**src/rtl/cssel_pkg.sv**
```systemverilog
/*
 Shared constants and types for the capacitive sense channel selector:
 register offsets, field positions, reset values, range codes and the
 channel decode function.
 Assumes a 32-bit classic Wishbone bus with byte addresses.
*/
package cssel_pkg;
   // Largest channel count the select field can address
   localparam int          CSSEL_CH_MAX    = 16;
   // Byte offsets of the two control registers
   localparam logic [3:0]  MAIN_CTRL_OFS   = 4'h0;
   localparam logic [3:0]  CHAN_CTRL_OFS   = 4'h4;
   // Field positions in the main control register
   localparam int          EN_BIT          = 7;
   localparam int          RNG_LSB         = 2;
   localparam int          DIR_BIT         = 1;
   localparam int          XSEL_BIT        = 0;
   // Field position in the channel control register
   localparam int          SEL_LSB         = 0;
   // Values after reset
   localparam logic        EN_RST          = 1'h0;
   localparam logic [1:0]  RNG_RST         = 2'h0;
   localparam logic        XSEL_RST        = 1'h0;
   localparam logic [3:0]  SEL_RST         = 4'h0;
   // Oscillator range codes
   localparam logic [1:0]  RNG_OFF         = 2'h0;
   localparam logic [1:0]  RNG_LOW         = 2'h1;
   localparam logic [1:0]  RNG_MED         = 2'h2;
   localparam logic [1:0]  RNG_HIGH        = 2'h3;

   // Current direction of the sense oscillator
   typedef enum logic {CSSEL_DIR_SINK, CSSEL_DIR_SOURCE} cssel_dir_e;

   // One-hot connection for a select code; none when off or out of range
   function automatic logic [CSSEL_CH_MAX-1:0] cssel_onehot(
      input logic       en,
      input logic [3:0] sel,
      input int         nch);
      logic [CSSEL_CH_MAX-1:0] v;
      v = '0;
      for (int i = 0; i < CSSEL_CH_MAX; i++) begin
         if (en && (i < nch) && (sel == 4'(i))) begin
            v[i] = 1'b1;
         end
      end
      return v;
   endfunction
endpackage

```
**src/rtl/cssel_link_if.sv**
```systemverilog
/*
 Internal link between the selector top, the channel decoder and the
 oscillator direction tracker.
 Assumes all users run on the one system clock.
*/
`timescale 1ns/10ps
interface cssel_link_if;
   import cssel_pkg::*;
   logic                    en;       // Sensing unit enabled
   logic [1:0]              range;    // Oscillator range code
   logic [3:0]              sel;      // Stored channel select code
   logic [CSSEL_CH_MAX-1:0] level;    // Synchronised pad comparator levels
   logic [CSSEL_CH_MAX-1:0] connect;  // One-hot input routed to oscillator
   logic                    hit;      // Level of the routed input
   cssel_dir_e              dir;      // Oscillator current direction

   modport dec (input en, sel, level, output connect, hit);
   modport osc (input en, range, connect, hit, output dir);
   modport ctl (output en, range, sel, level, input connect, hit, dir);
endinterface

```
**src/rtl/cssel_decode.sv**
```systemverilog
/*
 Channel decoder: turns the stored select code into a one-hot routing
 of one sense input to the oscillator, and reports that input's level.
 Assumes the level vector is already synchronised to the system clock.
*/
`timescale 1ns/10ps
module cssel_decode
   import cssel_pkg::*;
#(
   parameter int SENSE_CH = 16  // Implemented sense inputs, 8 or 16
) (
   cssel_link_if.dec lk         // Link to the selector top
);
   // Routing is purely combinational; the top registers the pad drive
   always_comb begin
      lk.connect = cssel_onehot(lk.en, lk.sel, SENSE_CH);
      lk.hit     = |(lk.connect & lk.level);
   end
endmodule

```
**src/rtl/cssel_osc.sv**
```systemverilog
/*
 Oscillator direction tracker: models the relaxation oscillator on the
 routed input, flipping between sourcing and sinking current as the
 pad comparator crosses its threshold.
 Assumes a synchronous active-high reset on the system clock.
*/
`timescale 1ns/10ps
module cssel_osc
   import cssel_pkg::*;
(
   input  wire logic clk_i,  // System clock
   input  wire logic rst_i,  // Synchronous reset, active high
   cssel_link_if.osc lk      // Link to the selector top
);
   cssel_dir_e dir_r;        // Current direction
   cssel_dir_e dir_nxt;      // Next direction
   logic       run;          // Oscillator actually running

   // Runs only when enabled, range not off and an input is routed
   always_comb begin
      run     = lk.en && (lk.range != RNG_OFF) && (|lk.connect);
      dir_nxt = dir_r;
      if (!run) begin
         dir_nxt = CSSEL_DIR_SINK;          // Idle reads as sinking
      end else begin
         case (dir_r)
            CSSEL_DIR_SOURCE: begin
               if (lk.hit) begin
                  dir_nxt = CSSEL_DIR_SINK; // Upper threshold reached
               end
            end
            CSSEL_DIR_SINK: begin
               if (!lk.hit) begin
                  dir_nxt = CSSEL_DIR_SOURCE; // Lower threshold reached
               end
            end
            default: begin
               dir_nxt = CSSEL_DIR_SINK;
            end
         endcase
      end
   end

   // Direction register
   always_ff @(posedge clk_i) begin
      if (rst_i) begin
         dir_r <= CSSEL_DIR_SINK;
      end else begin
         dir_r <= dir_nxt;
      end
   end

   assign lk.dir = dir_r;
endmodule

```
**src/rtl/cssel_top.sv**
```systemverilog
/*
 Capacitive sense channel selector with a classic Wishbone slave.
 Holds the main and channel control registers, routes one sense input
 to the oscillator, reports oscillator direction and offers the
 oscillator as the 8-bit timer's external clock.
 Assumes one system clock, a synchronous active-high reset, pad levels
 and the timer pin arriving asynchronously, and the timer source bit
 coming from logic on the same clock.
 // Function
 // - Enabled: code n routes sense input n
 // - Disabled: no input routed, code ignored
 // - Select field low four bits, RW, resets zero
 // - Upper four bits ignore writes, read zero
 // - Reduced variant: inputs 8 to 15 absent
 // - Reduced variant: top select bit reads zero
 // - Enable bit runs unit, clear powers off
 // - Range code: off, low, medium, high
 // - Status bit reads oscillator current direction
 // - Source bit routes oscillator to timer clock
*/
`timescale 1ns/10ps
module cssel_top
   import cssel_pkg::*;
#(
   parameter int SENSE_CH = 16  // Implemented sense inputs, 8 or 16
) (
   input  wire logic                    clk_i,                // Clock
   input  wire logic                    rst_i,                // Reset
   input  wire logic                    wb_cyc_i,             // Cycle
   input  wire logic                    wb_stb_i,             // Strobe
   input  wire logic                    wb_we_i,              // Write
   input  wire logic [3:0]              wb_adr_i,             // Address
   input  wire logic [3:0]              wb_sel_i,             // Lanes
   input  wire logic [31:0]             wb_dat_i,             // Wr data
   output      logic [31:0]             wb_dat_o,             // Rd data
   output      logic                    wb_ack_o,             // Ack
   input  wire logic [CSSEL_CH_MAX-1:0] sense_level_i,        // Pads
   output      logic [CSSEL_CH_MAX-1:0] sense_connect_o,      // Routing
   output      logic [1:0]              osc_range_o,          // Range
   output      logic                    unit_power_o,         // Power
   output      logic                    osc_source_o,         // Sourcing
   input  wire logic                    timer8_clock_source_i, // Ext mode
   input  wire logic                    timer8_ext_pin_i,     // Ext pin
   output      logic                    timer8_ext_clk_o      // Timer clk
);
   // Reduced variants drop the top select bit
   localparam logic [3:0] SEL_MASK = (SENSE_CH == 8) ? 4'h7 : 4'hf;

   // Only the two documented variants can be served
   generate
      if (SENSE_CH != 8 && SENSE_CH != 16) begin : g_bad_ch
         $error("SENSE_CH must be 8 or 16");
      end
   endgenerate

   cssel_link_if lk ();  // Internal link

   // Register state
   logic        en_r, en_nxt;          // Unit enable
   logic [1:0]  rng_r, rng_nxt;        // Oscillator range
   logic        xsel_r, xsel_nxt;      // Timer source select
   logic [3:0]  sel_r, sel_nxt;        // Channel select
   // Bus answer state
   logic        ack_r, ack_nxt;        // Acknowledge
   logic [31:0] dat_r, dat_nxt;        // Read data
   // Output state
   logic [CSSEL_CH_MAX-1:0] conn_r, conn_nxt;   // Pad routing
   logic [1:0]  rout_r, rout_nxt;      // Range to analog
   logic        pwr_r, pwr_nxt;        // Unit power
   logic        src_r, src_nxt;        // Direction status
   logic        tclk_r, tclk_nxt;      // Timer external clock
   // Synchronisers for asynchronous pins
   logic [CSSEL_CH_MAX-1:0] lvl_s1_r, lvl_s2_r;  // Pad levels
   logic        tpin_s1_r, tpin_s2_r;  // Timer pin
   // Decode helpers
   logic        req;                   // Request present
   logic        commit;                // Write takes effect this edge
   logic        hit_main;              // Main control selected
   logic        hit_chan;              // Channel control selected
   logic [3:0]  wr_sel_val;            // Masked select write value

   // Oscillator and decoder both live on the link
   cssel_decode #(
      .SENSE_CH (SENSE_CH)
   ) u_decode (
      .lk (lk.dec)
   );

   cssel_osc u_osc (
      .clk_i (clk_i),
      .rst_i (rst_i),
      .lk    (lk.osc)
   );

   // Feed the link from the registers and synchronised pads
   always_comb begin
      lk.en    = en_r;
      lk.range = rng_r;
      lk.sel   = sel_r;
      lk.level = lvl_s2_r;
   end

   // Two-flop synchronisers; only the second stage is read anywhere
   always_ff @(posedge clk_i) begin
      if (rst_i) begin
         lvl_s1_r  <= '0;
         lvl_s2_r  <= '0;
         tpin_s1_r <= 1'b0;
         tpin_s2_r <= 1'b0;
      end else begin
         lvl_s1_r  <= sense_level_i;
         lvl_s2_r  <= lvl_s1_r;
         tpin_s1_r <= timer8_ext_pin_i;
         tpin_s2_r <= tpin_s1_r;
      end
   end

   // Address decode and write qualification
   always_comb begin
      req        = wb_cyc_i && wb_stb_i;
      hit_main   = (wb_adr_i[3:2] == MAIN_CTRL_OFS[3:2]);
      hit_chan   = (wb_adr_i[3:2] == CHAN_CTRL_OFS[3:2]);
      // Writes land on the edge where ack is seen high
      commit     = req && wb_we_i && ack_r && wb_sel_i[0];
      // Reduced variant stores a zero top bit so it reads back zero
      wr_sel_val = wb_dat_i[SEL_LSB +: 4] & SEL_MASK;
   end

   // Next register values; upper bits are simply not stored
   always_comb begin
      en_nxt   = en_r;
      rng_nxt  = rng_r;
      xsel_nxt = xsel_r;
      sel_nxt  = sel_r;
      if (commit && hit_main) begin
         en_nxt   = wb_dat_i[EN_BIT];
         rng_nxt  = wb_dat_i[RNG_LSB +: 2];
         xsel_nxt = wb_dat_i[XSEL_BIT];
      end else if (commit && hit_chan) begin
         sel_nxt  = wr_sel_val;
      end
   end

   // Control registers, cleared by reset
   always_ff @(posedge clk_i) begin
      if (rst_i) begin
         en_r   <= EN_RST;
         rng_r  <= RNG_RST;
         xsel_r <= XSEL_RST;
         sel_r  <= SEL_RST;
      end else begin
         en_r   <= en_nxt;
         rng_r  <= rng_nxt;
         xsel_r <= xsel_nxt;
         sel_r  <= sel_nxt;
      end
   end

   // Bus answer: one wait cycle, then ack for exactly one cycle
   always_comb begin
      ack_nxt = req && !ack_r;
      dat_nxt = 32'h0000_0000;       // Unmapped offsets read zero
      if (req && !ack_r && !wb_we_i) begin
         if (hit_main) begin
            dat_nxt[EN_BIT]        = en_r;
            dat_nxt[RNG_LSB +: 2]  = rng_r;
            dat_nxt[DIR_BIT]       = (lk.dir == CSSEL_DIR_SOURCE);
            dat_nxt[XSEL_BIT]      = xsel_r;
         end else if (hit_chan) begin
            dat_nxt[SEL_LSB +: 4]  = sel_r;      // upper stay zero
         end
      end
   end

   // Bus answer registers
   always_ff @(posedge clk_i) begin
      if (rst_i) begin
         ack_r <= 1'b0;
         dat_r <= 32'h0000_0000;
      end else begin
         ack_r <= ack_nxt;
         dat_r <= dat_nxt;
      end
   end

   // Registered outputs toward the analog front end and the timer
   always_comb begin
      conn_nxt = lk.connect;                     // one edge after
      pwr_nxt  = en_r;
      rout_nxt = en_r ? rng_r : RNG_OFF;         // off when shut
      src_nxt  = (lk.dir == CSSEL_DIR_SOURCE);
      // Timer external clock: oscillator or pin when external mode
      tclk_nxt = 1'b0;
      if (timer8_clock_source_i) begin
         tclk_nxt = xsel_r ? src_nxt : tpin_s2_r;
      end
   end

   // Output registers
   always_ff @(posedge clk_i) begin
      if (rst_i) begin
         conn_r <= '0;
         pwr_r  <= 1'b0;
         rout_r <= RNG_OFF;
         src_r  <= 1'b0;
         tclk_r <= 1'b0;
      end else begin
         conn_r <= conn_nxt;
         pwr_r  <= pwr_nxt;
         rout_r <= rout_nxt;
         src_r  <= src_nxt;
         tclk_r <= tclk_nxt;
      end
   end

   assign wb_ack_o         = ack_r;
   assign wb_dat_o         = dat_r;
   assign sense_connect_o  = conn_r;
   assign unit_power_o     = pwr_r;
   assign osc_range_o      = rout_r;
   assign osc_source_o     = src_r;
   assign timer8_ext_clk_o = tclk_r;
endmodule

```
**config.mk**
```make
export PLATFORM = sky130hd
export DESIGN_NAME = cssel_top
export DESIGN_NICKNAME = d
export VERILOG_FILES = /design/src/rtl/cssel_pkg.sv /design/src/rtl/cssel_link_if.sv /design/src/rtl/cssel_decode.sv /design/src/rtl/cssel_osc.sv /design/src/rtl/cssel_top.sv
export SDC_FILE = /design/constraint.sdc
export NUM_CORES = 1
export LEC_CHECK = 0
export BUFFER_PORTS_ARGS = -buffer_cell sky130_fd_sc_hd__buf_2
export CORE_UTILIZATION = 49
export CTS_CLUSTER_DIAMETER = 150
export DETAILED_ROUTE_END_ITERATION = 7
export PLACE_DENSITY = 0.84
export SKIP_LAST_GASP = 1
export SLEW_MARGIN = 5
export SYNTH_ARGS = -nofsm -noshare
export SYNTH_HDL_FRONTEND = slang
export SYNTH_SLANG_ARGS = --single-unit
export TNS_END_PERCENT = 5
```
**constraint.sdc**
```tcl
create_clock -name clk_i -period 2.3 [get_ports clk_i]
set_input_delay 0.115 -clock clk_i [delete_from_list [all_inputs] [get_ports clk_i]]
set_output_delay 0.115 -clock clk_i [all_outputs]
set_load 0.005 [all_outputs]
```
After elaboration in Yosys (flattened, before gate mapping)
Index checks and enable logic that the tools add are counted.
{"block": "totals", "regBits": 97, "output_inout_bits": 54}
{"block": "op_classes", "eq_ne": 16, "mux": 20, "bitwise": 7, "n_reduce_logical": 39}
{"cell": "$eq 4x4->1 const B", "n": 8}
{"cell": "$reduce_or 16->1", "n": 2}
{"cell": "$logic_and 1x1->1", "n": 26}
{"cell": "$mux 1", "n": 18}
{"cell": "$and 16x16->16", "n": 1}
{"cell": "$eq 4x3->1 const B", "n": 4}
{"cell": "$eq 4x2->1 const B", "n": 2}
{"cell": "$mux 4", "n": 2}
{"cell": "$reduce_or 2->1", "n": 4}
{"cell": "$not 1->1", "n": 6}
{"cell": "$eq 4x1->1 const B", "n": 1}
{"cell": "$logic_not 4->1", "n": 1}
{"cell": "$reduce_or 3->1", "n": 1}
{"cell": "$eq 2x1->1 const B", "n": 1}
{"cell": "$logic_not 1->1", "n": 2}
{"cell": "$logic_not 2->1", "n": 1}
{"cell": "$reduce_and 2->1", "n": 1}
{"cell": "$reduce_bool 2->1", "n": 1}

Logic depth before layout (Yosys ltp)
Gate-level depths: netlist of the first run.
{"block": "depth", "ltp_word": 7, "ltp_mapped": 6, "mapped_depth_nobuf": 5}

Cells and area by module
From an unflattened synthesis of the first run, not the netlist that was laid out.
{"block": "hier_totals", "cells_unflattened": 256, "hier_area_um2": 2727.6}
{"mod": "cssel_top", "n_inst": 1, "cells_each": 203, "area_per_inst_um2": 2336.0, "seq_area_each_um2": 1381.3}
{"mod": "cssel_decode", "n_inst": 1, "cells_each": 45, "area_per_inst_um2": 319.1, "seq_area_each_um2": 0.0}
{"mod": "cssel_osc", "n_inst": 1, "cells_each": 8, "area_per_inst_um2": 72.6, "seq_area_each_um2": 20.0}

Worst setup path before layout of the first run
No wires, ideal clock.
{"block": "synth_path", "path_type": "register to register", "from": "register sel_r[2], in the netlist lk.sel[2]", "to": "register u_osc.dir_r, in the netlist u_osc.lk.dir", "arrival_ns": 1.176, "t_required_ns": 2.212, "setup_slack_ns": 1.035, "stages_incl_launch_ff": 6, "path_buffers": 1, "cell_sequence": "dfxtp_1 -> buf_6 -> mux2_4 -> o2111ai_2 -> nand4_1 -> a311oi_2"}
{"block": "synth_between", "elab_chain_len": 7, "word_cells_on_any_way": 55, "cone_classes": "15 x eq/ne; 17 x mux; 2 x bitwise; 21 x reduce/logical"}
{"item": "start, declared", "line": "cssel_top.sv:62", "text": "logic [3:0] sel_r, sel_nxt;"}
{"item": "start signal, assigned", "line": "cssel_top.sv:155", "text": "sel_r <= sel_nxt;"}
{"item": "$eq 4x1->1 (tied with other cells)", "line": "cssel_pkg.sv:42", "text": "if (en && (i < nch) && (sel == 4'(i))) begin"}
{"item": "$logic_and 1x1->1", "line": "cssel_pkg.sv:42"}
{"item": "$mux 1", "line": "cssel_pkg.sv:42"}
{"item": "$reduce_or 16->1", "line": "cssel_osc.sv:21", "text": "run = lk.en && (lk.range != RNG_OFF) && (|lk.connect);"}
{"item": "$logic_and 1x1->1", "line": "cssel_osc.sv:21"}
{"item": "$not 1->1 (no line)"}
{"item": "$reduce_or 2->1 (no line)"}
{"item": "end signal, assigned", "line": "cssel_osc.sv:49", "text": "dir_r <= dir_nxt;"}
{"item": "end, declared", "line": "cssel_osc.sv:15", "text": "cssel_dir_e dir_r;"}
Several ways; a longest one is shown, not always the timed one.
A chain may end at the register's enable or synchronous reset.

Worst setup path after layout of the first run
{"block": "layout_path", "from": "register sel_r[0], in the netlist lk.sel[0]", "to": "register u_osc.dir_r, in the netlist u_osc.lk.dir"}
Same word-level chain as after synthesis.

==> flow_metrics.py, run 1 <==
metrics = {
    "status": {
        "status": "completed",
    },
    "critical_path": {
        "cp.required_ns": 2.55,
        "critPathSlowestCell": "dfxtp_1",
        "critPathArrivalTime_ns": 1.88,
        "r2r_cells": 4,
        "path_max_fanout": 14,
        "crit_path_end_kind": "flip-flop",
        "r2r_slack_ns": 0.67,
        "r2r_start": "lk.sel[0]$_SDFFE_PP0P_",
        "cpPeakStageDelay_ns": 0.58,
        "path_cells": "mux2_2 > a31oi_1 > nand4_1 > a311oi_2",
        "cp-start-kind": "flip-flop",
        "r2r_end": "u_osc.lk.dir$_SDFF_PP0_",
        "path_class": "reg2reg",
    },
    "sta": {
        "setup_viol": 0,
        "period_needed_ns": 1.634,
        "rsz0062_at_grt": "no",
        "fin_worst_skew_ns": 0.003613,
        "finalCritPeriodShare": 0.7106,
        "max_clock_freq_mhz": 611.8,
        "finalHoldViolCount": 0,
        "drv_slew": 0,
        "final.setup.tns_ns": 0,
    },
    "clock_network": {
        "cts-buffers-inserted": 9,
        "cts_buffer_depth": 2,
        "cts_root_buf": "clkbuf_8",
        "ctsHoldBuffers": 17,
        "clk_pin_slew_ns": 0.07,
        "htreeDepth": 3,
        "clk_latency_ns": 0.34,
        "clock-sinks": 70,
        "cts_tree": "built",
        "postCtsSetupRepairBufs": 0,
        "post_cts_resized": 0,
    },
    "die": {
        "die_x_um": 73.02,
        "fp-row-count": 25,
        "coreArea_um2": 4786,
        "die_area_um2": 5331,
        "start_util": 0.5163,
        "ios": 117,
        "die_h_um": 73.02,
    },
    "global_routing": {
        "grt_max_degree": 48,
        "grt_pass1_wl_um": 6341,
        "grt_util_met2": 0.2778,
        "met3_usage": 0.07459,
        "grt_util_met1": 0.1594,
        "overflow": 0,
        "grt_use_total": 0.1623,
        "grt_pass1_vias": 1511,
        "busiest_layer": "met2",
        "antenna_found_initial": 0,
    },
    "yosys": {
        "synth.distinct_cells": 29,
        "syn_area_um2": 2471,
        "synth.avg_cell_area_um2": 10.30,
        "synth_cells": 240,
        "synth_seq_cells": 70,
        "ys_warn_count": 0,
        "synth-seq-area-share": 0.5671,
    },
    "routing": {
        "vias": 1687,
        "viasPerCell": 4.393,
        "totalWireLength_um": 3785,
        "routedWlPerCell_um": 9.857,
        "drc_errors": 0,
        "ant_nets": 0,
        "firstDrtPassIters": 4,
        "drtIter0Drc": 62,
    },
    "cells_and_area": {
        "final_cell_mix": "70 x dfxtp_1, 57 x buf_2, 37 x nor2b_1, 32 x nor2_1, 27 x conb_1",
        "nNetsFinal": 376,
        "areaGrowthSynthToFinish_pct": 24.30,
        "fillCellCount": 404,
        "instances_no_fill": 384,
        "layout_commonest_cell": "dfxtp_1",
        "diodes": 0,
        "drive_gt1_frac": 0.2555,
    },
    "min_path": {
        "hold_path.class": "in2reg",
        "min_path_cells": 3,
        "min_from": "wb_dat_i[7]",
        "min_to": "en_r$_SDFFE_PP0P_",
    },
    "pwr": {
        "p_leak_nw": 1.380,
        "power_density_nw_per_um2": 789.0,
        "ir_worst_vdd_v": 0.0005537,
    },
    "placement": {
        "place_inst": 352,
        "gp_congestion": 0.7845,
        "dp_hpwl_um": 2549,
        "io_buffers": 57,
    },
    "flow_run": {
        "drv_cap": 0,
    },
}
## critical path, delay by kind of cell, from the launching register on
family	cells	cell delay [ns]
muxes	1	0.39
DFF	1	0.58
AOI/OAI and AO/OA	2	0.44
and+or+nand+nor	1	0.12
## cell usage after synthesis
library cell / count / area share
dfxtp_1: 70 / 0.57
nor2b_1: 37 / 0.094
nor2_1: 32 / 0.049
buf_4: 29 / 0.088
mux2i_1: 14 / 0.057
nand2_1: 8 / 0.012
nand3_1: 6 / 0.012
buf_2: 5 / 0.010
clkbuf_1: 5 / 0.0076
o21ai_0: 5 / 0.010
nor3b_1: 4 / 0.012
inv_1: 3 / 0.0046
a31oi_1: 2 / 0.0051
and2_1: 2 / 0.0051
nand2b_1: 2 / 0.0051
nand4b_1: 2 / 0.0071
nor3_2: 2 / 0.0081
a311oi_2: 1 / 0.0061
and2b_2: 1 / 0.0035
buf_6: 1 / 0.0046
conb_1: 1 / 0.0015
mux2_2: 1 / 0.0046
mux2_4: 1 / 0.0061
nand3b_1: 1 / 0.0030
nand4_1: 1 / 0.0025
o2111ai_2: 1 / 0.0061
o21ai_1: 1 / 0.0020
o32a_1: 1 / 0.0041
or2_1: 1 / 0.0025
## power breakdown
part	total, mW	switching (mW)	internal, mW	leakage [nW]
sequential	1.25	0.00653	1.24	0.571
clock	1.07	0.413	0.659	0.115
combinational	0.104	0.0453	0.0590	0.693
## layout make-up
class / instances / area, µm² / share of cell area
inverter: 3 / 11.26 / 0.003666
multi-input combinational: 153 / 883.3 / 0.2876
tap: 67 / 83.83 / 0.02729
clock buffer: 11 / 151.4 / 0.04929
clock inverter: 4 / 70.07 / 0.02281
sequential: 70 / 1401 / 0.4562
timing repair buffer: 76 / 470.5 / 0.1532
## registers in the layout, summed over array words and instances, names as in the netlist, 2 cells and up
name             cells
lk.sel               4
lvl_s1_r            16
lk.level            16
lk.range             2
osc_range_o          2
wb_dat_o             5
sense_connect_o     16
## routing by layer
| metal | vias to the layer above | part of all wire |
|---|---|---|
| met5 | - | 0 |
| met4 | 0 | 0.025 |
| met3 | 12 | 0.080 |
| met2 | 74 | 0.47 |
| met1 | 746 | 0.43 |
| li1 | 855 | - |
## per-stage QoR
step | hold WS, ns | cell area, µm² | total power, mW | util | worst slack, ns
6_report | 0.03100 | 3072 | 2.424 | 0.6418 | 0.6655
5_1_grt | 0.02011 | 3072 | 2.517 | 0.6418 | 0.5666
4_1_cts | 0.006705 | 3072 | 2.449 | 0.6418 | 0.6569
3_5_place_dp | 0.3289 | 2680 | 1.357 | 0.5600 | 0.6806
3_3_place_gp | 0.3277 | 2680 | 1.356 | 0.5600 | 0.7070
2_1_floorplan | 0.2432 | 2569 | 1.357 | - | 1.035
## worst max-delay path by stage
stage,to,start,slack (ns),depth (start not counted)
finish,u_osc.lk.dir$_SDFF_PP0_,lk.sel[0]$_SDFFE_PP0P_,0.67,4
global route,u_osc.lk.dir$_SDFF_PP0_,lk.sel[0]$_SDFFE_PP0P_,0.57,4
CTS,u_osc.lk.dir$_SDFF_PP0_,lk.sel[0]$_SDFFE_PP0P_,0.66,4
detailed placement,u_osc.lk.dir$_SDFF_PP0_,lk.sel[0]$_SDFFE_PP0P_,0.68,4
global placement,u_osc.lk.dir$_SDFF_PP0_,lk.sel[0]$_SDFFE_PP0P_,0.71,4
floorplan,u_osc.lk.dir$_SDFF_PP0_,lk.sel[2]$_SDFFE_PP0P_,1.04,5
## cell families after synthesis
kind of cell	Yosys count	share of synthesized area
multiplexers	16	0.06734
AND/OR/NAND/NOR	99	0.2157
AO/OA/AOI/OAI	11	0.03341
flip-flops	70	0.5671
buffers and inverters	43	0.1149
other	1	0.001518
No activity file was read; power rests on OpenSTA's default activity.
==> run 2: changes to the inputs <==
--- a/config.mk
+++ b/config.mk
@@ -6,10 +6,10 @@
 export NUM_CORES = 1
 export LEC_CHECK = 0
 export BUFFER_PORTS_ARGS = -buffer_cell sky130_fd_sc_hd__buf_2
-export CORE_UTILIZATION = 49
+export CORE_UTILIZATION = 41
 export CTS_CLUSTER_DIAMETER = 150
 export DETAILED_ROUTE_END_ITERATION = 7
-export PLACE_DENSITY = 0.84
+export PLACE_DENSITY = 0.75
 export SKIP_LAST_GASP = 1
 export SLEW_MARGIN = 5
 export SYNTH_ARGS = -nofsm -noshare
==> constraint.sdc (replaced) <==
create_clock -name clk_i -period 1.3 [get_ports clk_i]
set_input_delay 0.065 -clock clk_i [delete_from_list [all_inputs] [get_ports clk_i]]
set_output_delay 0.065 -clock clk_i [all_outputs]
set_load 0.005 [all_outputs]
==> run 2 against run 1 <==
Clock skew increased by 0.0070 ns. Via count increased by 4.5%. Design area increased by 4.4%. Combinational power increased by 96%. Die area increased by 19%. Clock power increased by 39%. Register-to-register slack got worse by 0.63 ns. Highest routed layer unchanged. Sequential cell count unchanged. Total power increased by 61%. Largest cell class unchanged. First-iteration DRC count decreased by 15%. Worst setup slack got worse by 0.63 ns. Maximum frequency increased by 29%.
==> flow_metrics.py, run 2 (same netlist as run 1, synthesis figures left out) <==
metrics = {
    "critical_path": {
        "r2r_start": "lk.sel[0]$_SDFFE_PP0P_",
        "critPathArrivalTime_ns": 1.53,
        "cp.required_ns": 1.56,
        "cp-start-kind": "flip-flop",
        "r2r_cells": 4,
        "path_class": "reg2reg",
        "crit_path_end_kind": "flip-flop",
        "r2r_slack_ns": 0.03,
        "path_max_fanout": 4,
        "r2r_end": "u_osc.lk.dir$_SDFF_PP0_",
    },
    "die": {
        "die_x_um": 79.64,
        "start_util": 0.4380,
        "fp-row-count": 27,
        "coreArea_um2": 5642,
        "die_h_um": 79.64,
        "ios": 117,
        "die_area_um2": 6342,
    },
    "global_routing": {
        "grt_pass1_vias": 1636,
        "grt_pass1_wl_um": 6955,
        "grt_use_total": 0.1508,
        "overflow": 0,
        "antenna_found_initial": 0,
        "grt_max_degree": 34,
    },
    "status": {
        "status": "completed",
    },
    "cells_and_area": {
        "diodes": 0,
        "drive_gt1_frac": 0.2929,
        "final_core_util": 0.5682,
        "areaGrowthSynthToFinish_pct": 29.72,
        "instances_no_fill": 410,
        "nNetsFinal": 396,
        "final_cell_mix": "68 x dfxtp_1, 57 x buf_2, 37 x nor2b_1, 32 x nor2_1, 27 x conb_1",
        "layout_commonest_cell": "dfxtp_1",
    },
    "clock_network": {
        "cts_tree": "built",
        "cts-buffers-inserted": 9,
        "clock-sinks": 70,
        "cts_buffer_depth": 2,
        "clk_latency_ns": 0.34,
        "htreeDepth": 3,
        "clk_pin_slew_ns": 0.07,
        "cts_root_buf": "clkbuf_8",
    },
    "sta": {
        "final.setup.tns_ns": 0,
        "finalCritPeriodShare": 0.9731,
        "max_clock_freq_mhz": 790.5,
        "rsz0062_at_grt": "yes",
        "setup_viol": 0,
        "finalHoldViolCount": 0,
        "holdWs_ns": 0.04669,
        "fin_worst_skew_ns": 0.01057,
        "period_needed_ns": 1.265,
        "drv_slew": 0,
    },
    "routing": {
        "drtIter0Drc": 53,
        "viasPerCell": 4.300,
        "drc_errors": 0,
        "ant_nets": 0,
        "vias": 1763,
        "firstDrtPassIters": 4,
        "routedWlPerCell_um": 10.50,
        "totalWireLength_um": 4306,
    },
    "placement": {
        "place_inst": 371,
        "io_buffers": 57,
        "gp_congestion": 0.8879,
        "dp_hpwl_um": 2972,
    },
    "pwr": {
        "power_density_nw_per_um2": 1216,
        "ir_worst_vdd_v": 0.0006466,
        "p_leak_nw": 1.456,
    },
    "min_path": {
        "min_path_cells": 3,
        "hold_path.class": "in2reg",
        "min_from": "wb_stb_i",
        "min_to": "wb_ack_o$_SDFF_PP0_",
    },
    "flow_run": {
        "drv_cap": 0,
    },
}
## run 2: metal layers
layer	global-route usage	wire length [µm]
met1	0.1549	1843
met2	0.2530	2033
met3	0.04914	281
met4	0.1145	148
met5	0	0
## run 2: what timing repair did
item                                    in CTS  in global routing
resized for setup                            2                  4
endpoints found under the setup margin       1                  9
hold buffers                                23                  0
pin swaps                                    3                  0
buffers inserted                             0                  0
endpoints found under the hold margin       25                  0
## run 2: final cells by class
cell class	count	area, µm²
Clock inverter	4	22.52
Multi-Input combinational cell	153	893.4
Clock buffer	12	145.1
Inverter	3	11.26
Tap cell	72	90.09
Timing Repair Buffer	96	639.4
Sequential cell	70	1404
Fill cell	501	2436
## run 2: critical path, stage by stage (launching register included)
cell and delay [ns]:
dfxtp_2 0.36, mux2_2 0.33, a31oi_1 0.16, nand4_1 0.13, a311oi_2 0.19
## run 2: report_power, final
part,switching (mW),total [mW],internal (mW)
Combinational,0.0851,0.204,0.119
Clock,0.751,1.49,0.735
Sequential,0.0121,2.21,2.19
## run 2: how the worst max path moves through the flow
| stage | startpoint | end | slack, ns |
|---|---|---|---|
| 3_3_place_gp | lk.sel[2]$_SDFFE_PP0P_ | u_osc.lk.dir$_SDFF_PP0_ | -0.02 |
| 2_1_floorplan | lk.sel[2]$_SDFFE_PP0P_ | u_osc.lk.dir$_SDFF_PP0_ | 0.04 |
| 6_report | lk.sel[0]$_SDFFE_PP0P_ | u_osc.lk.dir$_SDFF_PP0_ | 0.03 |
| 4_1_cts | lk.sel[0]$_SDFFE_PP0P_ | u_osc.lk.dir$_SDFF_PP0_ | 0.05 |
| 5_1_grt | en_r$_SDFFE_PP0P_ | sense_connect_o[7]$_SDFF_PP0_ | -0.03 |
| 3_5_place_dp | lk.sel[0]$_SDFFE_PP0P_ | u_osc.lk.dir$_SDFF_PP0_ | -0.02 |
## run 2: metrics by stage
stage	cell area [µm²]	setup WS, ns	power (mW)
6_report	3206	0.03499	3.897
5_1_grt	3206	-0.02914	4.068
4_1_cts	3192	0.04916	3.945
3_5_place_dp	2791	-0.02416	2.406
3_3_place_gp	2791	-0.01521	2.402
2_1_floorplan	2569	0.03543	2.401
